==> src/nst_pkg.sv <==
// Package for the nibble-swap and table-read execution block
// Summary of operation
// - Swap file nibbles; d selects destination
// - Table read first moves latch byte out
// - Byte select 1 high, 0 low
// - Then load latch from program memory
// - Increment bit advances pointer after load
// - Table read two cycles, three for counter low
package nst_pkg;
   localparam int DATA_W = 8;
   localparam int WORD_W = 16;
   localparam int NIB_LO = 0;
   localparam int NIB_HI = 4;
   localparam logic [7:0] PC_LOW_ADDR = 8'h02; // File address of program counter low
   localparam int TR_CYCLES = 2;
   localparam int TR_CYCLES_PC_LOW = 3;
   localparam logic [1:0] Q_LAST = 2'h3; // Q4 phase index
   localparam logic [15:0] PTR_RESET = 16'h0000;
   localparam logic [15:0] LATCH_RESET = 16'h0000;

   // Decoded instruction as handed over by the core decoder
   typedef struct packed {
      logic swap;      // nibble_swap_op
      logic tread;     // table_read_op
      logic dest_file; // swap: 1 writes file, 0 working register
      logic byte_high; // table read: 1 high byte, 0 low byte
      logic incr;      // table read: advance pointer
      logic [7:0] faddr;
   } nst_instr_t;

   // File write request toward data file or working register
   typedef struct packed {
      logic file_we;
      logic work_reg_we;
      logic [7:0] addr;
      logic [7:0] data;
   } nst_wr_t;

   typedef enum logic [1:0] {
      ST_IDLE = 2'b00,
      ST_FETCH = 2'b01,
      ST_EXTRA = 2'b10
   } nst_state_t;
endpackage : nst_pkg

==> src/nst_exec.sv <==
// Execution of nibble swap and table read instructions
`timescale 1ns/1ps
module nst_exec
   import nst_pkg::*;
(
   input wire logic clk_sys,
   input wire logic reset_n,
   input wire logic [1:0] q_phase,
   input wire logic instr_valid,
   input wire nst_instr_t instr,
   input wire logic [7:0] file_rdata,
   input wire logic [15:0] pmem_rdata,
   output nst_wr_t wr,
   output logic [15:0] table_pointer,
   output logic [15:0] table_latch,
   output logic busy,
   output logic status_we
);
   nst_state_t state, next_state;
   nst_wr_t next_wr;
   logic [15:0] next_pointer, next_latch;
   logic next_busy;
   logic next_status_we;
   logic incr_pend, next_incr_pend;
   logic [1:0] cyc, next_cyc;
   logic q4;

   assign q4 = (q_phase == Q_LAST);

   // Next-state and datapath for both instructions
   always_comb begin
      next_state = state;
      next_wr = '0;
      next_pointer = table_pointer;
      next_latch = table_latch;
      next_busy = busy;
      next_incr_pend = incr_pend;
      next_cyc = cyc;
      next_status_we = 1'b0;
      case (state)
         ST_IDLE: begin
            if (instr_valid && q4 && instr.swap) begin
               next_wr.data = {file_rdata[NIB_LO +: 4], file_rdata[NIB_HI +: 4]};
               next_wr.addr = instr.faddr;
               next_wr.file_we = instr.dest_file;
               next_wr.work_reg_we = !instr.dest_file;
            end else if (instr_valid && q4 && instr.tread) begin
               next_wr.data = instr.byte_high ? table_latch[15:8] : table_latch[7:0];
               next_wr.addr = instr.faddr;
               next_wr.file_we = 1'b1;
               next_incr_pend = instr.incr;
               next_cyc = (instr.faddr == PC_LOW_ADDR) ? 2'(TR_CYCLES_PC_LOW - 1) : 2'(TR_CYCLES - 1);
               next_busy = 1'b1;
               next_state = ST_FETCH;
            end
         end
         ST_FETCH: begin
            if (q4) begin
               next_latch = pmem_rdata;
               if (incr_pend) begin
                  next_pointer = table_pointer + 16'h0001;
               end
               next_cyc = cyc - 2'h1;
               if (cyc == 2'h1) begin
                  next_busy = 1'b0;
                  next_state = ST_IDLE;
               end else begin
                  next_state = ST_EXTRA;
               end
            end
         end
         ST_EXTRA: begin
            if (q4) begin
               next_busy = 1'b0;
               next_cyc = 2'h0;
               next_state = ST_IDLE;
            end
         end
         default: begin
            next_state = ST_IDLE;
         end
      endcase
   end

   // State registers
   always_ff @(posedge clk_sys) begin
      if (!reset_n) begin
         state <= ST_IDLE;
         wr <= '0;
         table_pointer <= PTR_RESET;
         table_latch <= LATCH_RESET;
         busy <= 1'b0;
         incr_pend <= 1'b0;
         cyc <= 2'h0;
         status_we <= 1'b0;
      end else begin
         state <= next_state;
         wr <= next_wr;
         table_pointer <= next_pointer;
         table_latch <= next_latch;
         busy <= next_busy;
         incr_pend <= next_incr_pend;
         cyc <= next_cyc;
         status_we <= next_status_we;
      end
   end

   // Swap result written at Q4 with nibbles exchanged
   a_swap_data: assert property (@(posedge clk_sys) disable iff (!reset_n)
      (instr_valid && q4 && instr.swap && state == ST_IDLE) |=>
      (wr.data == {$past(file_rdata[3:0]), $past(file_rdata[7:4])}))
      else $error("swap result wrong");

   // Swap destination follows the d bit
   a_swap_dest: assert property (@(posedge clk_sys) disable iff (!reset_n)
      (instr_valid && q4 && instr.swap && state == ST_IDLE) |=>
      (wr.file_we == $past(instr.dest_file) && wr.work_reg_we != $past(instr.dest_file)))
      else $error("swap destination wrong");

   // Swap carries the operand address on both destinations
   a_swap_addr: assert property (@(posedge clk_sys) disable iff (!reset_n)
      (instr_valid && q4 && instr.swap && state == ST_IDLE) |=>
      (wr.addr == $past(instr.faddr)))
      else $error("swap address wrong");

   // Never a file write and a working register write together
   a_wr_onehot: assert property (@(posedge clk_sys) disable iff (!reset_n)
      !(wr.file_we && wr.work_reg_we))
      else $error("both write strobes high");

   // Write strobes last one clock only
   a_wr_pulse: assert property (@(posedge clk_sys) disable iff (!reset_n)
      (wr.file_we || wr.work_reg_we) |=> !(wr.file_we || wr.work_reg_we))
      else $error("write strobe longer than one clock");

   // No write unless an instruction was taken at Q4
   a_wr_cause: assert property (@(posedge clk_sys) disable iff (!reset_n)
      !(instr_valid && q4 && state == ST_IDLE && (instr.swap || instr.tread)) |=>
      !(wr.file_we || wr.work_reg_we))
      else $error("write without a taken instruction");

   // Moved byte follows the byte-select bit
   a_tread_byte: assert property (@(posedge clk_sys) disable iff (!reset_n)
      (instr_valid && q4 && instr.tread && state == ST_IDLE) |=>
      (wr.file_we && wr.data == ($past(instr.byte_high) ? $past(table_latch[15:8]) : $past(table_latch[7:0]))))
      else $error("table byte select wrong");

   // Table read writes the file register named by its operand
   a_tread_addr: assert property (@(posedge clk_sys) disable iff (!reset_n)
      (instr_valid && q4 && instr.tread && state == ST_IDLE) |=>
      (wr.addr == $past(instr.faddr) && !wr.work_reg_we))
      else $error("table read address wrong");

   // Latch still holds the old word while its byte moves out
   a_tread_before: assert property (@(posedge clk_sys) disable iff (!reset_n)
      (instr_valid && q4 && instr.tread && state == ST_IDLE) |=> $stable(table_latch))
      else $error("latch reloaded before move");

   // Fetch Q4 comes one instruction cycle after the take
   a_fetch_time: assert property (@(posedge clk_sys) disable iff (!reset_n)
      (instr_valid && q4 && instr.tread && state == ST_IDLE) |=>
      (state == ST_FETCH && !q4) [*3] ##1 (state == ST_FETCH && q4))
      else $error("fetch not one instruction cycle after take");

   // Latch takes the program word on the fetch Q4
   a_latch_load: assert property (@(posedge clk_sys) disable iff (!reset_n)
      (state == ST_FETCH && q4) |=> (table_latch == $past(pmem_rdata)))
      else $error("latch not loaded");

   // Latch changes nowhere else
   a_latch_hold: assert property (@(posedge clk_sys) disable iff (!reset_n)
      !(state == ST_FETCH && q4) |=> $stable(table_latch))
      else $error("latch changed outside fetch");

   // Pointer advances by the increment bit on the load
   a_ptr_incr: assert property (@(posedge clk_sys) disable iff (!reset_n)
      (state == ST_FETCH && q4) |=>
      (table_pointer == $past(table_pointer) + ($past(incr_pend) ? 16'h0001 : 16'h0000)))
      else $error("pointer update wrong");

   // Pointer holds outside the fetch cycle
   a_ptr_hold: assert property (@(posedge clk_sys) disable iff (!reset_n)
      (state != ST_FETCH) |=> $stable(table_pointer))
      else $error("pointer moved outside load");

   // Cycle budget picked from the destination at the take
   a_cyc_load: assert property (@(posedge clk_sys) disable iff (!reset_n)
      (instr_valid && q4 && instr.tread && state == ST_IDLE) |=>
      (cyc == (($past(instr.faddr) == PC_LOW_ADDR) ? 2'h2 : 2'h1)))
      else $error("cycle budget wrong");

   // Ordinary table read: busy for one more instruction cycle
   a_tread_len: assert property (@(posedge clk_sys) disable iff (!reset_n)
      (instr_valid && q4 && instr.tread && state == ST_IDLE && instr.faddr != PC_LOW_ADDR) |=>
      busy [*4] ##1 !busy)
      else $error("table read not two cycles");

   // Table read into the counter low byte: two more cycles
   a_tread_pc_low: assert property (@(posedge clk_sys) disable iff (!reset_n)
      (instr_valid && q4 && instr.tread && state == ST_IDLE && instr.faddr == PC_LOW_ADDR) |=>
      busy [*8] ##1 !busy)
      else $error("table read to counter low not three cycles");

   // Extra cycle ends on its own Q4
   a_extra_end: assert property (@(posedge clk_sys) disable iff (!reset_n)
      (state == ST_EXTRA && q4) |=> (state == ST_IDLE && !busy))
      else $error("extra cycle not ended");

   // Busy is high exactly while a table read is in flight
   a_busy_state: assert property (@(posedge clk_sys) disable iff (!reset_n)
      busy == (state != ST_IDLE))
      else $error("busy out of step with state");

   // Swap is single cycle and leaves pointer and latch alone
   a_swap_single: assert property (@(posedge clk_sys) disable iff (!reset_n)
      (instr_valid && q4 && instr.swap && state == ST_IDLE) |=>
      (!busy && state == ST_IDLE && $stable(table_pointer) && $stable(table_latch)))
      else $error("swap not single cycle");

   // No status flag write, ever
   a_no_status: assert property (@(posedge clk_sys) disable iff (!reset_n) !status_we)
      else $error("status flags written");

   // Main scenarios to be reached
   c_swap_work: cover property (@(posedge clk_sys) disable iff (!reset_n) wr.work_reg_we);
   c_swap_file: cover property (@(posedge clk_sys) disable iff (!reset_n) wr.file_we && !busy);
   c_tread_incr: cover property (@(posedge clk_sys) disable iff (!reset_n)
      state == ST_FETCH && q4 && incr_pend);
   c_tread_high: cover property (@(posedge clk_sys) disable iff (!reset_n)
      instr_valid && q4 && instr.tread && instr.byte_high && state == ST_IDLE);
   c_tread_pc_low: cover property (@(posedge clk_sys) disable iff (!reset_n) state == ST_EXTRA);
endmodule : nst_exec

==> config.mk <==
export PLATFORM = sky130hd
export DESIGN_NAME = nst_exec
export DESIGN_NICKNAME = d
export VERILOG_FILES = /design/src/nst_pkg.sv /design/src/nst_exec.sv
export SDC_FILE = /design/constraint.sdc
export NUM_CORES = 1
export LEC_CHECK = 0
export BUFFER_PORTS_ARGS = -buffer_cell sky130_fd_sc_hd__buf_4
export CORE_UTILIZATION = 51
export DETAILED_ROUTE_END_ITERATION = 10
export GPL_TIMING_DRIVEN = 0
export PLACE_DENSITY = 0.84
export SYNTH_ARGS = -nofsm -noshare
export SYNTH_HDL_FRONTEND = slang
export SYNTH_SLANG_ARGS = --single-unit
==> constraint.sdc <==
create_clock -name clk_sys -period 4.45 [get_ports clk_sys]
set_clock_uncertainty 0.2 [all_clocks]
set_input_delay 0.89 -clock clk_sys [delete_from_list [all_inputs] [get_ports clk_sys]]
set_output_delay 0.89 -clock clk_sys [all_outputs]
set_load 0.01 [all_outputs]
==> results.toml <==
[worst_hold_path]
hold_depth = 2
worstHoldPathType = "flip-flop to flip-flop"

[pwr]
p_sw_frac = 0.300
ir_worst_vdd_mv = 0.201
power_frac_comb = 0.238
p_leak_nw = 1.31
p_sw_uw = 326
p_clk_frac = 0.253
p_int_uw = 762
design_power_total_mw = 1.09
pwr-share-seq = 0.509
p_per_area_nw_per_um2 = 344

[drt]
drt-wirelength-per-cell_um = 13.4
drc_errors = 0
vias = 2211
drt_iter0_markers = 166
drt_first_pass_iters = 4
routed_wirelength_mm = 5.56
antenna_left = 0
vias_per_cell = 5.34

[place]
numPortBuffers = 91
dpl_worst_slack_ns = 1.88
hpwl_mm = 4.26
gp_congestion = 0.852

[critical_path]
path_depth = 7
critical_path.top_delay_family = "simple AND/OR/NAND/NOR gates"
path_cells = "inv_1, ha_1, nand4_4, or3_1, clkbuf_2, or4_1, a21oi_1"
cp-end-kind = "flip-flop"
cp.required_ns = 4.49
start_kind = "flip-flop"
crit_path_max_fanout = 8
rr_worst_depth = 7
slowest_stage = "or4_1"
worstSetupPathType = "flip-flop to flip-flop"
critPathMaxStageDelay_ns = 0.41
arrival_ns = 2.44
path_buf_inv = 2

[final_layout]
drive_gt1_frac = 0.318
nets = 410
diodes = 0
area_growth_pct = 36.1

[synthesis]
syn_avg_cell_area_um2 = 8.83
syn_area_um2 = 2320
synthFlopType = "dfxtp_1"
ys_seq_area_frac = 0.482
synth_area_leaders = "dfxtp_1 48%, nand2_1 6.1%, a21oi_1 5.6%, mux2_2 4.4%, nor2_1 4.2%"
synth.top_cell.area_share = 0.482
synth-seq-cells = 56
async_flop_share = 0
ys_types = 38
synth_edf_count = 0
synthesis.nets = 312
synth.most_common_cell = "dfxtp_1"
synth_warnings = 0
netlist_instances = 263
yosys.area.top_type = "dfxtp_1"
ys_top_cells_by_count = "56 x dfxtp_1, 38 x nand2_1, 26 x a21oi_1, 26 x nor2_1, 10 x clkbuf_1"

[global_routing]
grt_max_degree = 19
grtUsageTotal = 0.239
grt_pass1_vias = 2009
grt_overflow = 0
grt_pass1_wl_mm = 9.30
antenna_found_initial = 0

[clocking]
root_buffer = "clkbuf_8"
cts_resized = 0
cts-hold-fix-buffers = 0
clk_path_buf_depth = 2
clkTransAtPathRegs_ns = 0.10
numClockSinks = 56
clock_latency_ns = 0.31
h-tree-depth = 2
cts_tree = "yes"
cts_setup_buffers = 0
cts_buffers = 5

[sta]
setup_viol = 0
fmax_ghz = 0.417
period_share = 0.539
period_needed_ns = 2.40
fin_ws_ns = 2.05
slew-limit-headroom = 0.533
final_hold_viol_count = 0
tightest_slew_ns = 0.698
finalSetupTns_ns = 0
rsz0062_at_grt = "false"
finalMaxSlewViolations = 0

[run_status]
status = "completed"

[die]
die_w_um = 69.5
core_um2 = 4350
die-area_um2 = 4830
ios = 94
start_util = 0.534
die_y_um = 69.5
rows = 24

[flow_run]
maxCapViolations = 0
==> cell families after synthesis <==
group	Yosys count	synth area share
adder cells (fa/ha/maj)	7	0.0377
XOR/XNOR	8	0.0302
AND/OR/NAND/NOR	108	0.229
multiplexers	11	0.0522
other	1	0.00161
flip-flops	56	0.483
AO/OA/AOI/OAI	50	0.129
buffers and inverters	22	0.0377
==> path summary, 6_finish.rpt <==
check,from,endpoint,slack [ns]
max,state[1],table_pointer[13],2.05
min,table_latch[6],table_latch[6],0.28
max reg2reg,state[1],table_pointer[13],2.05
min reg2reg,table_latch[6],table_latch[6],0.28
==> power by group through the flow <==
| stage | Sequential [mW] | Clock [mW] | Combinational [mW] |
|---|---|---|---|
| 2_1_floorplan | 0.570 | 0 | 0.151 |
| 3_3_place_gp | 0.564 | 0 | 0.247 |
| 3_5_place_dp | 0.565 | 0 | 0.258 |
| 4_1_cts | 0.554 | 0.282 | 0.258 |
| 5_1_grt | 0.558 | 0.310 | 0.293 |
| 6_report | 0.554 | 0.275 | 0.259 |
==> worst min-delay path: cells and delay by family (launching register included) <==
kind / cells / cell delay (ns)
AO/OA/AOI/OAI: 1 / 0.05
AND/OR/NAND/NOR: 1 / 0.06
flip-flops: 1 / 0.33
==> final cells by class <==
type                       instances  area (um2)
fill                             344        1190
sequential                        56        1120
multi-input combinational        185        1110
timing repair buffer              91         683
clock buffer                       5        68.8
tap                               52        65.1
buffer                            12        50.0
inverter                          10        37.5
clock inverter                     3        21.3
==> per-stage QoR <==
stage               std cells  hold WS, ns  instance area [um2]   util
floorplan                 263        0.250                 2320      -
global placement          406        0.255                 3070  0.705
detailed placement        406        0.264                 3070  0.705
CTS                       414        0.282                 3160  0.726
global route              414        0.302                 3160  0.726
finish                    414        0.278                 3160  0.726
==> routing by layer <==
layer	share of wire	routed length [um]	track usage
met5	0	0	0
met4	0.018	99	0.0907
met3	0.062	347	0.0494
met2	0.48	2680	0.381
met1	0.44	2440	0.320
==> placed cells by master, fill, tap and decap left out, types with 2 or more instances in the layout <==
master     n
a21oi_1   26
a22oi_1    8
and2_1     8
buf_4     92
clkbuf_1  10
clkbuf_8   5
dfxtp_1   56
ha_1       7
inv_1      9
mux2_2     9
mux2i_1    2
nand2_1   38
nand3_1    8
nand4_1    4
nor2_1    26
nor4_1     6
o21ai_0    6
o31ai_1    4
or3_1      6
or4_1      4
xnor2_1    6
xor2_1     2
==> sequential cells by signal (all words and copies together) (netlist names) <==
| name | flops |
|---|---|
| incr_pend | 1 |
| busy | 1 |
| state | 2 |
| wr | 18 |
| table_latch | 16 |
| table_pointer | 16 |
| cyc | 2 |
Note: power is estimated with default switching activity, not from simulation.
